**config.mk**
```make
export PLATFORM = sky130hd
export DESIGN_NAME = fepm_top
export DESIGN_NICKNAME = d
export VERILOG_FILES = /design/src/design/fepm_axil_slave.v /design/src/design/fepm_event_counter.v /design/src/design/fepm_top.v
export VERILOG_INCLUDE_DIRS = /design/src /design/src/design
export SDC_FILE = /design/constraint.sdc
export NUM_CORES = 1
export LEC_CHECK = 0
export BUFFER_PORTS_ARGS = -buffer_cell sky130_fd_sc_hd__buf_2
export CELL_PAD_IN_SITES_DETAIL_PLACEMENT = 1
export CELL_PAD_IN_SITES_GLOBAL_PLACEMENT = 2
export CORE_AREA = 2 2 163 165
export CTS_BUF_LIST = sky130_fd_sc_hd__clkbuf_2 sky130_fd_sc_hd__clkbuf_4 sky130_fd_sc_hd__clkbuf_8
export DETAILED_ROUTE_END_ITERATION = 12
export DIE_AREA = 0 0 165 167
export GPL_TIMING_DRIVEN = 0
export PLACE_DENSITY_LB_ADDON = 0.12
export SYNTH_ARGS = -nofsm -noshare
export SYNTH_HDL_FRONTEND = slang
export SYNTH_SLANG_ARGS = --single-unit
```
**constraint.sdc**
```tcl
create_clock -name sys_clk_i -period 2.5 [get_ports sys_clk_i]
set_input_delay 0.5 -clock sys_clk_i [delete_from_list [all_inputs] [get_ports sys_clk_i]]
set_output_delay 0.5 -clock sys_clk_i [all_outputs]
set_load 0.01 [all_outputs]
```
**src/design/fepm_consts.vh**
```
// shared constants of the fifo event performance monitor
`ifndef FEPM_CONSTS_VH
`define FEPM_CONSTS_VH
// ----------------------------------------------------------------
// register byte addresses
// ----------------------------------------------------------------
`define FEPM_STATUS_ADDR   12'h500
`define FEPM_OVF_ADDR      12'h504
`define FEPM_UNF_ADDR      12'h508
`define FEPM_SEL1_ADDR     12'h50C
`define FEPM_SEL2_ADDR     12'h510
`define FEPM_TRIG_ADDR     12'h514
`define FEPM_IRQ_STAT_ADDR 12'h518
`define FEPM_IRQ_MASK_ADDR 12'h51C
// ----------------------------------------------------------------
// field positions and widths
// ----------------------------------------------------------------
`define FEPM_TALLY_W       16
`define FEPM_NUM_CNT       4
`define FEPM_SEEN_LSB      2
`define FEPM_TRIG_BIT      0
`define FEPM_IRQ_W         5
`define FEPM_IRQ_LATCH_BIT 0
`define FEPM_IRQ_SAT_LSB   1
// ----------------------------------------------------------------
// reset values and bus answers
// ----------------------------------------------------------------
`define FEPM_TALLY_RST     16'h0000
`define FEPM_IRQ_RST       5'h00
`define FEPM_RESP_OKAY     2'h0
`define FEPM_RESP_DECERR   2'h3
`endif

```
**src/design/fepm_axil_slave.v**
```verilog
// axi4-lite slave handshake for the fifo event performance monitor
`timescale 1ns/100ps
`include "fepm_consts.vh"
module fepm_axil_slave #(
    parameter ADDR_W = 12
) (
    input  wire              sys_clk_i,
    input  wire              rst_n_i,
    input  wire [ADDR_W-1:0] s_axil_awaddr_i,
    input  wire              s_axil_awvalid_i,
    output wire              s_axil_awready_o,
    input  wire [31:0]       s_axil_wdata_i,
    input  wire [3:0]        s_axil_wstrb_i,
    input  wire              s_axil_wvalid_i,
    output wire              s_axil_wready_o,
    output reg  [1:0]        s_axil_bresp_o,
    output reg               s_axil_bvalid_o,
    input  wire              s_axil_bready_i,
    input  wire              s_axil_arvalid_i,
    output wire              s_axil_arready_o,
    output reg  [31:0]       s_axil_rdata_o,
    output reg  [1:0]        s_axil_rresp_o,
    output reg               s_axil_rvalid_o,
    input  wire              s_axil_rready_i,
    input  wire [31:0]       rd_data_i,
    input  wire              rd_err_i,
    input  wire              wr_err_i,
    output wire              wr_en_o,
    output reg  [ADDR_W-1:0] wr_addr_o,
    output reg  [31:0]       wr_data_o,
    output reg  [3:0]        wr_strb_o
);
    reg aw_held;
    reg w_held;
    // address and data may come in either order; both wait here
    assign s_axil_awready_o = !aw_held && !s_axil_bvalid_o;
    assign s_axil_wready_o  = !w_held && !s_axil_bvalid_o;
    assign s_axil_arready_o = !s_axil_rvalid_o;
    assign wr_en_o          = aw_held && w_held && !s_axil_bvalid_o;

    always @(posedge sys_clk_i) begin
        if (!rst_n_i) begin
            aw_held         <= 1'b0;
            w_held          <= 1'b0;
            wr_addr_o       <= {ADDR_W{1'b0}};
            wr_data_o       <= 32'h00000000;
            wr_strb_o       <= 4'h0;
            s_axil_bvalid_o <= 1'b0;
            s_axil_bresp_o  <= `FEPM_RESP_OKAY;
            s_axil_rvalid_o <= 1'b0;
            s_axil_rresp_o  <= `FEPM_RESP_OKAY;
            s_axil_rdata_o  <= 32'h00000000;
        end else begin
            if (s_axil_awvalid_i && s_axil_awready_o) begin
                aw_held   <= 1'b1;
                wr_addr_o <= s_axil_awaddr_i;
            end
            if (s_axil_wvalid_i && s_axil_wready_o) begin
                w_held    <= 1'b1;
                wr_data_o <= s_axil_wdata_i;
                wr_strb_o <= s_axil_wstrb_i;
            end
            if (wr_en_o) begin
                aw_held         <= 1'b0;
                w_held          <= 1'b0;
                s_axil_bvalid_o <= 1'b1;
                s_axil_bresp_o  <= wr_err_i ? `FEPM_RESP_DECERR : `FEPM_RESP_OKAY;
            end else if (s_axil_bready_i) begin
                s_axil_bvalid_o <= 1'b0;
            end
            if (s_axil_arvalid_i && s_axil_arready_o) begin
                s_axil_rvalid_o <= 1'b1;
                s_axil_rdata_o  <= rd_data_i;
                s_axil_rresp_o  <= rd_err_i ? `FEPM_RESP_DECERR : `FEPM_RESP_OKAY;
            end else if (s_axil_rready_i) begin
                s_axil_rvalid_o <= 1'b0;
            end
        end
    end
endmodule // fepm_axil_slave

```
**src/design/fepm_event_counter.v**
```verilog
// one event accumulator with its holding register and seen flag
`timescale 1ns/100ps
`include "fepm_consts.vh"
module fepm_event_counter #(
    parameter W = 16
) (
    input  wire         sys_clk_i,
    input  wire         rst_n_i,
    input  wire         event_i,
    input  wire         latch_i,
    output reg  [W-1:0] tally_o,
    output reg          seen_o,
    output reg          sat_o
);
    reg  [W-1:0] acc;
    wire         acc_full = &acc;

    always @(posedge sys_clk_i) begin
        if (!rst_n_i) begin
            acc     <= {W{1'b0}};
            tally_o <= {W{1'b0}};
            seen_o  <= 1'b0;
            sat_o   <= 1'b0;
        end else if (latch_i) begin
            // an event in the trigger cycle opens the new interval
            tally_o <= acc;
            acc     <= {{(W-1){1'b0}}, event_i};
            seen_o  <= (acc != {W{1'b0}});
            sat_o   <= 1'b0;
        end else begin
            // saturate rather than wrap, so a big count never reads small
            if (event_i && !acc_full) begin
                acc <= acc + {{(W-1){1'b0}}, 1'b1};
            end
            sat_o <= event_i && acc_full;
        end
    end
endmodule // fepm_event_counter

```
**src/design/fepm_top.v**
```verilog
// fifo event performance monitor: four latched event tallies on axi4-lite
//
// Functional notes
// - status bit 2 shows overflows in last interval
// - status bit 3 shows underflows in last interval
// - status bit 4 shows selectable-one events seen
// - status bit 5 shows selectable-two events seen
// - overflow tally readable at 0x504
// - underflow tally readable at 0x508
// - selectable-one tally readable at 0x50C
// - trigger copies accumulators and restarts them together
// - writes act on the whole word
// - all byte enables off means no access
// - bits 31 to 16 unused in each register
// - selectable-two tally readable at 0x510, same trigger
//
// The AXI4-Lite slave port was chosen for this implementation.
`timescale 1ns/100ps
`include "fepm_consts.vh"
module fepm_top #(
    parameter ADDR_W = 12,
    parameter EVW    = 8,
    parameter W      = 16
) (
    input  wire              sys_clk_i,
    input  wire              rst_n_i,
    input  wire [ADDR_W-1:0] s_axil_awaddr_i,
    input  wire              s_axil_awvalid_i,
    output wire              s_axil_awready_o,
    input  wire [31:0]       s_axil_wdata_i,
    input  wire [3:0]        s_axil_wstrb_i,
    input  wire              s_axil_wvalid_i,
    output wire              s_axil_wready_o,
    output wire [1:0]        s_axil_bresp_o,
    output wire              s_axil_bvalid_o,
    input  wire              s_axil_bready_i,
    input  wire [ADDR_W-1:0] s_axil_araddr_i,
    input  wire              s_axil_arvalid_i,
    output wire              s_axil_arready_o,
    output wire [31:0]       s_axil_rdata_o,
    output wire [1:0]        s_axil_rresp_o,
    output wire              s_axil_rvalid_o,
    input  wire              s_axil_rready_i,
    input  wire              rx_overflow_event_i,
    input  wire              tx_underflow_event_i,
    input  wire [EVW-1:0]    monitor_events_i,
    input  wire [EVW-1:0]    select_one_i,
    input  wire [EVW-1:0]    select_two_i,
    input  wire              accum_trigger_i,
    output reg               overflow_seen_flag_o,
    output reg               underflow_seen_flag_o,
    output reg               selectable_one_seen_flag_o,
    output reg               selectable_two_seen_flag_o,
    output wire              irq_o
);
    // ----------------------------------------------------------------
    // declarations
    // ----------------------------------------------------------------
    localparam NC = `FEPM_NUM_CNT;

    wire                 wr_en;
    wire [ADDR_W-1:0]    wr_addr;
    wire [31:0]          wr_data;
    wire [3:0]           wr_strb;
    wire                 wr_any_lane;
    wire                 wr_act;
    wire [ADDR_W-1:0]    wr_word;
    wire [ADDR_W-1:0]    rd_word;
    reg  [31:0]          rd_data;
    reg                  rd_err;
    reg                  wr_err;
    wire                 soft_trig;
    wire                 latch;
    wire [NC-1:0]        cnt_event;
    wire [NC*W-1:0]      tallies;
    wire [NC-1:0]        seen;
    wire [NC-1:0]        sat;
    reg                  latch_done;
    reg  [`FEPM_IRQ_W-1:0] irq_stat;
    reg  [`FEPM_IRQ_W-1:0] irq_mask;
    wire [`FEPM_IRQ_W-1:0] irq_set;
    wire [`FEPM_IRQ_W-1:0] irq_clr;
    wire [`FEPM_IRQ_W-1:0] next_irq_stat;
    wire [31:0]          status_word;

    // ----------------------------------------------------------------
    // bus slave
    // ----------------------------------------------------------------
    fepm_axil_slave #(
        .ADDR_W (ADDR_W)
    ) u_slave (
        .sys_clk_i        (sys_clk_i),
        .rst_n_i          (rst_n_i),
        .s_axil_awaddr_i  (s_axil_awaddr_i),
        .s_axil_awvalid_i (s_axil_awvalid_i),
        .s_axil_awready_o (s_axil_awready_o),
        .s_axil_wdata_i   (s_axil_wdata_i),
        .s_axil_wstrb_i   (s_axil_wstrb_i),
        .s_axil_wvalid_i  (s_axil_wvalid_i),
        .s_axil_wready_o  (s_axil_wready_o),
        .s_axil_bresp_o   (s_axil_bresp_o),
        .s_axil_bvalid_o  (s_axil_bvalid_o),
        .s_axil_bready_i  (s_axil_bready_i),
        .s_axil_arvalid_i (s_axil_arvalid_i),
        .s_axil_arready_o (s_axil_arready_o),
        .s_axil_rdata_o   (s_axil_rdata_o),
        .s_axil_rresp_o   (s_axil_rresp_o),
        .s_axil_rvalid_o  (s_axil_rvalid_o),
        .s_axil_rready_i  (s_axil_rready_i),
        .rd_data_i        (rd_data),
        .rd_err_i         (rd_err),
        .wr_err_i         (wr_err),
        .wr_en_o          (wr_en),
        .wr_addr_o        (wr_addr),
        .wr_data_o        (wr_data),
        .wr_strb_o        (wr_strb)
    );

    // ----------------------------------------------------------------
    // write qualification
    // ----------------------------------------------------------------
    // byte lanes are not selectable: any lane on means the full word
    assign wr_any_lane = |wr_strb;
    assign wr_act      = wr_en && wr_any_lane;
    assign wr_word     = {wr_addr[ADDR_W-1:2], 2'b00};
    assign rd_word     = {s_axil_araddr_i[ADDR_W-1:2], 2'b00};

    // unmapped write addresses answer decerr, tally writes are dropped
    always @* begin
        case (wr_word)
            `FEPM_STATUS_ADDR,
            `FEPM_OVF_ADDR,
            `FEPM_UNF_ADDR,
            `FEPM_SEL1_ADDR,
            `FEPM_SEL2_ADDR,
            `FEPM_TRIG_ADDR,
            `FEPM_IRQ_STAT_ADDR,
            `FEPM_IRQ_MASK_ADDR: begin
                wr_err = 1'b0;
            end
            default: begin
                wr_err = 1'b1;
            end
        endcase
    end

    // ----------------------------------------------------------------
    // accumulation trigger
    // ----------------------------------------------------------------
    assign soft_trig = wr_act && (wr_word == `FEPM_TRIG_ADDR) && wr_data[`FEPM_TRIG_BIT];
    // external and software triggers share one latch edge
    assign latch     = accum_trigger_i || soft_trig;

    // ----------------------------------------------------------------
    // event selection
    // ----------------------------------------------------------------
    // several selected sources in one cycle count as a single event
    assign cnt_event[0] = rx_overflow_event_i;
    assign cnt_event[1] = tx_underflow_event_i;
    assign cnt_event[2] = |(monitor_events_i & select_one_i);
    assign cnt_event[3] = |(monitor_events_i & select_two_i);

    // ----------------------------------------------------------------
    // accumulators
    // ----------------------------------------------------------------
    genvar gi;
    generate
        for (gi = 0; gi < NC; gi = gi + 1) begin : g_cnt
            fepm_event_counter #(
                .W (W)
            ) u_cnt (
                .sys_clk_i (sys_clk_i),
                .rst_n_i   (rst_n_i),
                .event_i   (cnt_event[gi]),
                .latch_i   (latch),
                .tally_o   (tallies[gi*W +: W]),
                .seen_o    (seen[gi]),
                .sat_o     (sat[gi])
            );
        end
    endgenerate

    // ----------------------------------------------------------------
    // seen flags
    // ----------------------------------------------------------------
    always @(posedge sys_clk_i) begin
        if (!rst_n_i) begin
            overflow_seen_flag_o       <= 1'b0;
            underflow_seen_flag_o      <= 1'b0;
            selectable_one_seen_flag_o <= 1'b0;
            selectable_two_seen_flag_o <= 1'b0;
            latch_done                 <= 1'b0;
        end else begin
            // one cycle behind the counters and the readable status, which shows seen directly
            overflow_seen_flag_o       <= seen[0];
            underflow_seen_flag_o      <= seen[1];
            selectable_one_seen_flag_o <= seen[2];
            selectable_two_seen_flag_o <= seen[3];
            latch_done                 <= latch;
        end
    end

    assign status_word = {{(32-`FEPM_SEEN_LSB-NC){1'b0}}, seen, {`FEPM_SEEN_LSB{1'b0}}};

    // ----------------------------------------------------------------
    // interrupts
    // ----------------------------------------------------------------
    assign irq_set = {sat, latch_done};
    assign irq_clr = (wr_act && (wr_word == `FEPM_IRQ_STAT_ADDR)) ? wr_data[`FEPM_IRQ_W-1:0]
                                                                  : `FEPM_IRQ_RST;
    // a new event beats a clear landing in the same cycle
    assign next_irq_stat = (irq_stat & ~irq_clr) | irq_set;
    assign irq_o         = |(irq_stat & irq_mask);

    always @(posedge sys_clk_i) begin
        if (!rst_n_i) begin
            irq_stat <= `FEPM_IRQ_RST;
            irq_mask <= `FEPM_IRQ_RST;
        end else begin
            irq_stat <= next_irq_stat;
            if (wr_act && (wr_word == `FEPM_IRQ_MASK_ADDR)) begin
                irq_mask <= wr_data[`FEPM_IRQ_W-1:0];
            end
        end
    end

    // ----------------------------------------------------------------
    // read decode
    // ----------------------------------------------------------------
    // unused upper halves read as zero
    always @* begin
        rd_data = 32'h00000000;
        rd_err  = 1'b0;
        case (rd_word)
            `FEPM_STATUS_ADDR: begin
                rd_data = status_word;
            end
            `FEPM_OVF_ADDR: begin
                rd_data = {{(32-W){1'b0}}, tallies[0*W +: W]};
            end
            `FEPM_UNF_ADDR: begin
                rd_data = {{(32-W){1'b0}}, tallies[1*W +: W]};
            end
            `FEPM_SEL1_ADDR: begin
                rd_data = {{(32-W){1'b0}}, tallies[2*W +: W]};
            end
            `FEPM_SEL2_ADDR: begin
                rd_data = {{(32-W){1'b0}}, tallies[3*W +: W]};
            end
            `FEPM_TRIG_ADDR: begin
                rd_data = 32'h00000000;
            end
            `FEPM_IRQ_STAT_ADDR: begin
                rd_data = {{(32-`FEPM_IRQ_W){1'b0}}, irq_stat};
            end
            `FEPM_IRQ_MASK_ADDR: begin
                rd_data = {{(32-`FEPM_IRQ_W){1'b0}}, irq_mask};
            end
            default: begin
                rd_err = 1'b1;
            end
        endcase
    end
endmodule // fepm_top

```
After elaboration in Yosys (flattened, before gate mapping)
Index checks and enable logic that the tools add are counted.
{"block": "totals", "word_cells": 131, "inputBits": 94, "output_inout_bits": 46, "reg_bits": 212}
{"block": "op_classes", "mux": 16, "n_bitwise": 7, "n_reduce_logical": 51, "n_eq_ne": 16, "add_sub_neg": 4}
{"cell": "$eq A10 B9 Y1 const B", "n": 16}
{"cell": "$pmux W16 S7", "n": 1}
{"cell": "$add A16 B1 Y16 const B", "n": 4}
{"cell": "$reduce_and A16 Y1", "n": 4}
{"cell": "$reduce_bool A16 Y1", "n": 4}
{"cell": "$reduce_or A8 Y1", "n": 4}
{"cell": "$logic_and A1 B1 Y1", "n": 20}
{"cell": "$and A8 B8 Y8", "n": 2}
{"cell": "$mux W1", "n": 12}
{"cell": "$reduce_bool A2 Y1", "n": 6}
{"cell": "$and A5 B5 Y5", "n": 2}
{"cell": "$logic_not A1 Y1", "n": 8}
{"cell": "$mux W5", "n": 1}
{"cell": "$not A5 Y5", "n": 1}
{"cell": "$or A5 B5 Y5", "n": 1}
{"cell": "$reduce_or A5 Y1", "n": 1}
{"cell": "$mux W2", "n": 2}
{"cell": "$reduce_or A2 Y1", "n": 2}
{"cell": "$reduce_or A4 Y1", "n": 1}
{"cell": "$logic_or A1 B1 Y1", "n": 1}
{"cell": "$not A1 Y1", "n": 1}

Longest topological paths before layout
Gate-level depths: netlist of the first run.
{"block": "depth", "depth_word": 8, "mapped_depth": 8, "depth_no_buf": 6}

Modules after synthesis
A second synthesis of the first run with hierarchy kept.
{"block": "unflattened", "cells_unflattened": 1224, "hier_area_um2": 11015.6}
{"mod": "fepm_event_counter", "cells_per_inst": 167, "instances": 4, "area_each_um2": 1596.5, "seq_area_each_um2": 680.7}
{"mod": "fepm_axil_slave", "cells_per_inst": 384, "instances": 1, "area_each_um2": 3204.3, "seq_area_each_um2": 1721.7}
{"mod": "fepm_top", "cells_per_inst": 172, "instances": 1, "area_each_um2": 1425.1, "seq_area_each_um2": 300.3}

Worst setup path before layout of the first run
No wires, ideal clock.
{"block": "synth_timing", "kind": "input to register", "startpoint": "input s_axil_araddr_i[2]", "endpoint": "register u_slave.s_axil_rdata_o[5]", "cell_stages": 6, "path_buffers": 2, "setup_ns": 0.124, "required_time_ns": 2.376, "slack_ns": 0.647, "t_arrival_ns": 1.729, "cell_sequence": "clkbuf_1 -> buf_2 -> mux4_2 -> nor2b_1 -> a31oi_1 -> o21ai_0"}
{"block": "synth_between", "elab_chain_cells": 2, "elab_cells_between_ends": 8, "cone_classes": "eq/ne (7); mux (1)"}
{"element": "from (decl)", "line_no": "fepm_top.v:37", "text": "input wire [ADDR_W-1:0] s_axil_araddr_i,"}
{"element": "$eq A10 B9 Y1", "line_no": "fepm_top.v:234", "text": "case (rd_word)"}
{"element": "$pmux W16 S7 *", "line_no": "fepm_top.v:234"}
{"element": "to (signal assigned)", "line_no": "fepm_axil_slave.v:73", "text": "s_axil_rdata_o <= rd_data_i;"}
{"element": "to (decl)", "line_no": "fepm_axil_slave.v:21", "text": "output reg [31:0] s_axil_rdata_o,"}
Mark *: on every way between the ends. The rest lies on a longest branch, timed or not.
A chain may end at the register's enable or synchronous reset.

Worst setup path in the final report of the first run
{"block": "layout_timing", "startpoint": "register u_slave.wr_addr_o[5]", "endpoint": "register g_cnt[3].u_cnt.seen_o"}
{"block": "layout_between", "elab_chain_cells": 4}
{"element": "from (decl)", "line_no": "fepm_axil_slave.v:29", "text": "output reg [ADDR_W-1:0] wr_addr_o,"}
{"element": "from (signal assigned)", "line_no": "fepm_axil_slave.v:45", "text": "wr_addr_o <= {ADDR_W{1'b0}};"}
{"element": "from (signal assigned)", "line_no": "fepm_axil_slave.v:56", "text": "wr_addr_o <= s_axil_awaddr_i;"}
{"element": "$eq A10 B9 Y1"}
{"element": "$logic_and A1 B1 Y1 (2 in series)", "line_no": "fepm_top.v:150", "text": "assign soft_trig = wr_act && (wr_word == `FEPM_TRIG_ADDR) && wr_data[`FEPM_TRIG_BIT];"}
{"element": "$logic_or A1 B1 Y1", "line_no": "fepm_top.v:152", "text": "assign latch = accum_trigger_i || soft_trig;"}
{"element": "to (signal assigned)", "line_no": "fepm_event_counter.v:28", "text": "seen_o <= (acc != {W{1'b0}});"}
{"element": "to (decl)", "line_no": "fepm_event_counter.v:12", "text": "output reg seen_o,"}
No other way between the ends.

==> summary.json, run 1 <==
{
  "run_status": {
    "run_status": "finished, final reports clean"
  },
  "timing": {
    "timing.hold.ws_ps": 242.1,
    "finalWorstSetupSlack_ps": 200.8,
    "rsz0062_at_grt": "false",
    "final-max-slew-violation-count": 0,
    "timing.final.setup_violations": 0,
    "worst_slew_pin_slew_ps": 881.7,
    "fin_crit_sh_pct": 91.97,
    "timing.max_slew.rel_slack_pct": 40.68,
    "shortest_clock_period_the_worst_path_allows_after_layout_ps": 2299,
    "fmaxAchievable_mhz": 434.9,
    "hold_viol_final": 0,
    "clock_skew_ps": 20.25
  },
  "clock_network": {
    "max-clock-path-buffers": 2,
    "clock-sinks": 192,
    "hold_buffers": 0,
    "clk_transition_reported_paths_ps": 110,
    "cts-buffers-inserted": 17,
    "h-tree-depth": 4,
    "clk-insertion-delay-late_ps": 490,
    "cts_tree": "yes",
    "ctsRootBufferMaster": "sky130_fd_sc_hd__clkbuf_8"
  },
  "worst_setup_path": {
    "critical_path_peak_fanout": 10,
    "crit_path_end_kind": "flip-flop",
    "worst_setup_path_start_kind": "flip-flop",
    "worst_ep_arrival_time_ps": 2670,
    "crit_path_top_delay_cell": "sky130_fd_sc_hd__or4b_4",
    "critical-path-max-stage-delay_ps": 550,
    "cp_cell_sequence": "or4b_4 -> nor4_4 -> a21o_1 -> buf_2 -> nand4_1 -> o211a_1",
    "cp_data_required_time_ps": 2870,
    "setup.worst_path.class": "flip-flop to flip-flop"
  },
  "route": {
    "avgRoutedWirePerCell_um": 18.69,
    "drt-vias-per-instance": 5.204,
    "route.vias.total": 7858,
    "drt_drc_violations_left": 0,
    "number_of_nets_with_antenna_violations_after_detailed_routing": 0,
    "detail_route.iter0.violations": 445,
    "drt_pass1_iterations": 5,
    "drt-total-wl_um": 28220
  },
  "floorplanning": {
    "fp.dieArea_um2": 27560,
    "die_height_um": 167,
    "floorplan.core_area_um2": 25760,
    "std_cell_rows": 59,
    "ioPinCount": 140,
    "floorplan.initialDensity_pct": 34.53,
    "die_width_um": 165
  },
  "yosys": {
    "netlist.top_cell.by_area": "sky130_fd_sc_hd__dfxtp_1",
    "async_flop_share_pct": 0,
    "synth_warnings": 0,
    "yosys_most_used_dff": "sky130_fd_sc_hd__dfxtp_1",
    "synth_enable_flop_cells": 0,
    "synth_adder_area_share_pct": 1.125,
    "syn_area_per_cell_um2": 8.595,
    "synth-xor-area-share_pct": 4.233,
    "top_cell_type_s_share_of_synthesized_area_pct": 43.21,
    "post_synth_num_cell_types": 61,
    "synth_sequential_area_ratio_pct": 43.21,
    "synth-simple-area-share_pct": 25.57,
    "synth_top_family_by_area": "simple AND/OR/NAND/NOR gates",
    "synthTopCellsByArea": "sky130_fd_sc_hd__dfxtp_1 (43%), sky130_fd_sc_hd__nand2_1 (9.0%), sky130_fd_sc_hd__a21boi_1 (4.6%)",
    "post_synth_inst_count": 1035,
    "synth-compound-area-share_pct": 16.85,
    "postSynthRegisterBits": 192,
    "post_syn_area_um2": 8896,
    "muxShareOfSynthArea_pct": 3.446
  },
  "placement": {
    "place_area_um2": 9827,
    "gpl.final_weighted_congestion": 0.8848,
    "dp_hpwl_um": 21550,
    "port-buffer-count": 91,
    "pre_cts_ws_ps": -423.4
  },
  "finish": {
    "drive_above_1_share_pct": 15.74,
    "finish.utilization_pct": 39.81,
    "design_area_um2": 10260,
    "diodes": 0,
    "n_fill_cell": 3131,
    "nNetsFinal": 1264,
    "area_growth_syn_to_layout_pct": 15.30
  },
  "power": {
    "power_frac_seq_pct": 54.5,
    "cellPowerDensity_nw_per_um2": 565.6,
    "net-switching-power_uw": 1613,
    "power.share.combinational_pct": 8.5,
    "ir_worst_vdd_mv": 0.3038,
    "clockPowerShare_pct": 37.0,
    "static-leakage-power_uw": 0.003817,
    "internal-power_uw": 4188,
    "power_switching_share_pct": 27.81,
    "power_uw": 5802
  },
  "global_route": {
    "global_route.usage.met3_pct": 3.437,
    "grt_most_used_layer": "met2",
    "grt_max_degree": 19,
    "number_of_global_route_vias_before_repair": 7652,
    "initial_antenna_violation_count": 0,
    "globalRouteTotalUtil_pct": 20.89,
    "grt_util_met1_pct": 30.86,
    "grt_util_met2_pct": 32.10,
    "grt_residual_overflow": 0,
    "first_pass_grt_wire_length_um": 44090
  },
  "job": {
    "max_cap_viol_count": 0
  },
  "min_path": {
    "holdCritPathClass": "input pin to flip-flop"
  }
}
sequential cells by signal, summed over array words and instances, names as in the netlist, 4 cells and up:
signal,cells
u_slave.s_axil_rdata_o,16
u_slave.wr_addr_o,10
g_cnt.u_cnt.acc,64
irq_stat,5
g_cnt.u_cnt.seen_o,4
g_cnt.u_cnt.sat_o,4
u_slave.wr_data_o,5
g_cnt.u_cnt.tally_o,64
irq_mask,5
u_slave.wr_strb_o,4
metrics by stage:
step,TNS (ps),cells
floorplan,0,1050
global placement,-18150,1476
detailed placement,-20020,1476
CTS,0,1508
global route,0,1510
finish,0,1510
Yosys cell counts, drive strengths merged (2+ instances only):
| cell | number |
|---|---|
| nand2 | 213 |
| dfxtp | 192 |
| a21boi | 90 |
| nor2 | 71 |
| buf | 41 |
| clkbuf | 38 |
| nand3 | 34 |
| nand4 | 31 |
| xor2 | 31 |
| o21ai | 29 |
| a22oi | 25 |
| nor4 | 17 |
| mux2i | 16 |
| and3 | 14 |
| nor2b | 14 |
| inv | 13 |
| a21oi | 12 |
| and2 | 12 |
| and4 | 12 |
| nor3 | 12 |
| xnor2 | 12 |
| a22o | 10 |
| or3 | 9 |
| ha | 8 |
| mux2 | 7 |
| o211a | 7 |
| or4 | 7 |
| nor4b | 6 |
| o2111ai | 6 |
| o21a | 5 |
| o22ai | 5 |
| nor3b | 4 |
| a31oi | 3 |
| mux4 | 3 |
| nand3b | 3 |
| o211ai | 3 |
| a32oi | 2 |
| nand2b | 2 |
| nand4bb | 2 |
| o221ai | 2 |
cells by family (layout without fill, tap and decap cells):
kind of cell / count (synthesis) / in the layout
simple gates: 466 / 466
compound gates: 207 / 207
flops: 192 / 192
buf+inv: 92 / 217
xor+xnor: 43 / 43
mux: 26 / 26
fa+ha+maj: 8 / 8
other cells: 1 / 16
routing by layer:
layer	up-vias	part of all wire, %
li1	3874	-
met1	3830	51
met2	138	44
met3	16	4.3
met4	0	0.86
met5	-	0
layout make-up:
type	instances	area (um^2)	area share (%)
well taps	335	419.2	4.086
flip-flops and latches	192	3844	37.47
plain buffers	79	442.9	4.318
clock inverters	13	143.9	1.403
inverters	13	48.80	0.4757
repair buffers	93	470.5	4.586
multi-input cells	766	4627	45.11
clock buffers	19	261.5	2.549
timing repair:
item	CTS	global route
buffers inserted	0	2
endpoints found under the setup margin	76	4
gates resized for setup	2	0
hold endpoints to repair	0	0
pin swaps	1	1
final timing paths:
check                             from                   endpoint  slack (ps)  depth (start not counted)
max               u_slave.wr_addr_o[5]      g_cnt[3].u_cnt.seen_o         200                          6
min                 s_axil_awaddr_i[5]       u_slave.wr_addr_o[5]         240                          3
max reg2reg       u_slave.wr_addr_o[5]      g_cnt[3].u_cnt.seen_o         200                          6
min reg2reg  u_slave.s_axil_rdata_o[1]  u_slave.s_axil_rdata_o[1]         440                          2
power by group through the flow:
| stage | logic (uW) | registers [uW] | clock network (uW) |
|---|---|---|---|
| 3_5_place_dp | 497 | 3230 | 0 |
| 4_1_cts | 501 | 3160 | 2210 |
| 3_3_place_gp | 491 | 3230 | 0 |
| 2_1_floorplan | 304 | 3220 | 0 |
| 5_1_grt | 551 | 3170 | 2340 |
| 6_report | 496 | 3160 | 2150 |
placed cells by master (no fill, tap or decap), types with 19 or more instances in the layout:
| cell type | count |
|---|---|
| sky130_fd_sc_hd__dfxtp_1 | 192 |
| sky130_fd_sc_hd__nand4_1 | 31 |
| sky130_fd_sc_hd__nand3_1 | 34 |
| sky130_fd_sc_hd__nor2_1 | 71 |
| sky130_fd_sc_hd__nand2_1 | 212 |
| sky130_fd_sc_hd__clkbuf_1 | 37 |
| sky130_fd_sc_hd__buf_2 | 105 |
| sky130_fd_sc_hd__buf_4 | 20 |
| sky130_fd_sc_hd__a21boi_0 | 35 |
| sky130_fd_sc_hd__a21boi_1 | 55 |
| sky130_fd_sc_hd__o21ai_0 | 29 |
| sky130_fd_sc_hd__xor2_1 | 31 |
| sky130_fd_sc_hd__clkbuf_8 | 19 |
| sky130_fd_sc_hd__a22oi_1 | 25 |
critical path: cells and delay by family, from the launching register on:
kind / cells / cell delay [ps]
AO/OA/AOI/OAI: 2 / 490
buffers and inverters: 1 / 310
flip-flops: 1 / 350
AND/OR/NAND/NOR: 3 / 1030
No activity file was read; power rests on OpenSTA's default activity.
==> run 2: changes to the inputs <==
PLACE_DENSITY = 0.9   (was unset)
PLACE_DENSITY_LB_ADDON = unset   (was 0.12)
==> summary.json, run 2 (synthesized netlist as in run 1, its figures left out) <==
{
  "run_status": {
    "run_status": "finished, final reports clean"
  },
  "worst_setup_path": {
    "crit_family": "simple AND/OR/NAND/NOR gates",
    "critical_path_peak_fanout": {"value": 10, "change": "unchanged"},
    "crit_path_top_delay_cell": "sky130_fd_sc_hd__or4b_4",
    "cp_cell_sequence": "or4b_4 -> nor4_4 -> a21oi_4 -> nand2_2 -> buf_2 -> nor3_1",
    "crit_path_end_kind": "flip-flop",
    "worst_ep_arrival_time": {"value": 2630, "unit": "ps", "change": "-40 ps"},
    "worst_setup_path_start_kind": "flip-flop",
    "setup.worst_path.class": "flip-flop to flip-flop",
    "critical-path-max-stage-delay": {"value": 550, "unit": "ps", "change": "about the same"},
    "crit_buf_inv": {"value": 1, "change": "unchanged"},
    "cp_data_required_time": {"value": 2840, "unit": "ps", "change": "-30 ps"}
  },
  "finish": {
    "instances_no_fill": {"value": 1511, "change": "+0.066%"},
    "finish.utilization": {"value": 39.73, "unit": "%", "change": "-0.083 points"},
    "drive_above_1_share": {"value": 15.82, "unit": "%", "change": "+0.072 points"},
    "diodes": {"value": 0, "change": "unchanged"},
    "largestRegisters": "g_cnt.u_cnt.acc (64), g_cnt.u_cnt.tally_o (64), u_slave.s_axil_rdata_o (16)",
    "nNetsFinal": {"value": 1265, "change": "+0.079%"},
    "n_fill_cell": {"value": 3116, "change": "-0.48%"},
    "most-common-layout-cells": "sky130_fd_sc_hd__nand2_1 (212), sky130_fd_sc_hd__dfxtp_1 (192), sky130_fd_sc_hd__buf_2 (105)",
    "area_growth_syn_to_layout_pct": 15.06,
    "mostFrequentLayoutCell": "sky130_fd_sc_hd__nand2_1"
  },
  "placement": {
    "port-buffer-count": {"value": 91, "change": "unchanged"},
    "gpl.final_weighted_congestion": {"value": 0.9240, "change": "+4.4%"},
    "place.detailed.instances": {"value": 1476, "change": "unchanged"},
    "dp_hpwl": {"value": 21060, "unit": "um", "change": "-2.2%"}
  },
  "timing": {
    "clock_skew": {"value": 19.26, "unit": "ps", "change": "-0.9851 ps"},
    "worst_slew_pin_slew": {"value": 903.5, "unit": "ps", "change": "+21.86 ps"},
    "hold_viol_final": {"value": 0, "change": "unchanged"},
    "timing.max_slew.rel_slack": {"value": 38.97, "unit": "%", "change": "-1.7 points"},
    "shortest_clock_period_the_worst_path_allows_after_layout": {"value": 2291, "unit": "ps", "change": "-7.971 ps"},
    "fin_crit_sh": {"value": 91.65, "unit": "%", "change": "-0.32 points"},
    "rsz0062_at_grt": "false",
    "timing.setup.tns": {"value": 0, "unit": "ps", "change": "unchanged"},
    "timing.final.setup_violations": {"value": 0, "change": "unchanged"},
    "final-max-slew-violation-count": {"value": 0, "change": "unchanged"},
    "fmaxAchievable": {"value": 436.4, "unit": "MHz", "change": "+0.35%"}
  },
  "job": {
    "max_cap_viol_count": {"value": 0, "change": "unchanged"}
  },
  "route": {
    "number_of_nets_with_antenna_violations_after_detailed_routing": {"value": 0, "change": "unchanged"},
    "drt-total-wl": {"value": 27470, "unit": "um", "change": "-2.7%"},
    "detail_route.iter0.violations": {"value": 611, "change": "+37%"},
    "drt_drc_violations_left": {"value": 0, "change": "unchanged"},
    "route.vias.total": {"value": 7946, "change": "+1.1%"},
    "avgRoutedWirePerCell": {"value": 18.18, "unit": "um", "change": "-2.7%"},
    "drt-vias-per-instance": {"value": 5.259, "change": "+1.1%"},
    "drt_pass1_iterations": {"value": 5, "change": "unchanged"}
  },
  "clock_network": {
    "clk-insertion-delay-late": {"value": 490, "unit": "ps", "change": "about the same"},
    "ctsRootBufferMaster": "sky130_fd_sc_hd__clkbuf_8",
    "clk_transition_reported_paths": {"value": 120, "unit": "ps", "change": "about the same"},
    "h-tree-depth": {"value": 4, "change": "unchanged"},
    "clock-sinks": {"value": 192, "change": "unchanged"},
    "cts-buffers-inserted": {"value": 17, "change": "unchanged"},
    "max-clock-path-buffers": {"value": 2, "change": "unchanged"},
    "cts_tree": "yes"
  },
  "global_route": {
    "initial_antenna_violation_count": {"value": 0, "change": "unchanged"},
    "number_of_global_route_vias_before_repair": {"value": 7770, "change": "+1.5%"},
    "grt_residual_overflow": {"value": 0, "change": "unchanged"},
    "globalRouteTotalUtil": {"value": 20.06, "unit": "%", "change": "-0.82 points"},
    "grt_max_degree": {"value": 19, "change": "unchanged"},
    "first_pass_grt_wire_length": {"value": 43060, "unit": "um", "change": "-2.3%"}
  },
  "floorplanning": {
    "fp.dieArea": {"value": 27560, "unit": "um^2", "change": "unchanged"},
    "die_height": {"value": 167, "unit": "um", "change": "unchanged"},
    "std_cell_rows": {"value": 59, "change": "unchanged"},
    "ioPinCount": {"value": 140, "change": "unchanged"},
    "die_width": {"value": 165, "unit": "um", "change": "unchanged"},
    "floorplan.initialDensity": {"value": 34.53, "unit": "%", "change": "unchanged"},
    "floorplan.core_area": {"value": 25760, "unit": "um^2", "change": "unchanged"}
  },
  "power": {
    "power.share.combinational": {"value": 8.7, "unit": "%", "change": "+0.2 points"},
    "clockPowerShare": {"value": 35.3, "unit": "%", "change": "-1.7 points"},
    "power_frac_seq": {"value": 55.9, "unit": "%", "change": "+1.4 points"},
    "net-switching-power": {"value": 1585, "unit": "uW", "change": "-1.8%"},
    "static-leakage-power": {"value": 0.003810, "unit": "uW", "change": "-0.20%"},
    "power_switching_share": {"value": 28.04, "unit": "%", "change": "+0.23 points"},
    "internal-power": {"value": 4067, "unit": "uW", "change": "-2.9%"},
    "ir_worst_vdd": {"value": 0.3351, "unit": "mV", "change": "+10%"},
    "cellPowerDensity": {"value": 552.2, "unit": "nW/um^2", "change": "-2.4%"}
  },
  "min_path": {
    "holdCritPathClass": "input pin to flip-flop"
  }
}
-- run 2: stage by stage --
stage | power (uW) | hold WS, ps | cell area [um^2] | setup slack [ps]
2_1_floorplan | 3520 | 417.8 | 8952 | 647.5
3_3_place_gp | 3709 | 420.7 | 9827 | -441.4
3_5_place_dp | 3722 | 427.8 | 9827 | -329.5
4_1_cts | 5691 | 225.5 | 10210 | 15.10
5_1_grt | 5867 | 240.6 | 10240 | 49.01
6_report | 5652 | 239.9 | 10240 | 208.7
-- run 2: worst reg2reg max path, delay by kind of cell (launching register included) --
| kind | cells | cell delay, ps |
|---|---|---|
| AO/OA/AOI/OAI | 1 | 160 |
| AND/OR/NAND/NOR | 4 | 1250 |
| buffers and inverters | 1 | 390 |
| flip-flops | 1 | 350 |
-- run 2: path summary, 6_finish.rpt --
kind	from	end	slack (ps)	depth (start not counted)
worst max-delay path	u_slave.wr_addr_o[5]	g_cnt[3].u_cnt.sat_o	210	6
worst min-delay path	s_axil_arvalid_i	u_slave.s_axil_rvalid_o	240	2
worst max register to register	u_slave.wr_addr_o[5]	g_cnt[3].u_cnt.sat_o	210	6
worst min register to register	latch_done	irq_stat[0]	450	1
-- run 2: metal layers --
metal  global-route usage, %  vias to the layer above  part of all wire, %
met4                   7.372                        0                  2.7
met5                       0                        -                    0
met3                   3.686                       40                  4.9
met1                   26.64                     3840                   46
li1                        -                     3869                    -
met2                   32.34                      197                   46
-- run 2: cell type report --
cell class	count	area, um^2	share of cell area (%)
multi-input combinational	766	4627	45.20
sequential	192	3844	37.55
timing repair buffer	94	478.0	4.669
buffer	79	442.9	4.327
tap	335	419.2	4.095
clock buffer	19	255.2	2.494
clock inverter	13	121.4	1.186
inverter	13	48.80	0.4767
-- run 2: power by group through the flow --
stage / registers [uW] / clock network, uW / logic [uW]
CTS: 3160 / 2040 / 493
finish: 3160 / 2000 / 494
global route: 3170 / 2150 / 549
detailed placement: 3230 / 0 / 490
floorplan: 3220 / 0 / 304
global placement: 3230 / 0 / 481
-- run 2: timing repair --
action / 4_1_cts / 5_1_grt
endpoints found under the hold margin: 0 / 0
setup endpoints to repair: 51 / 1
setup buffers: 0 / 3
gates cloned: 0 / 0
pin swaps: 0 / 1
hold buffers: 0 / 0
gates resized for setup: 2 / 0
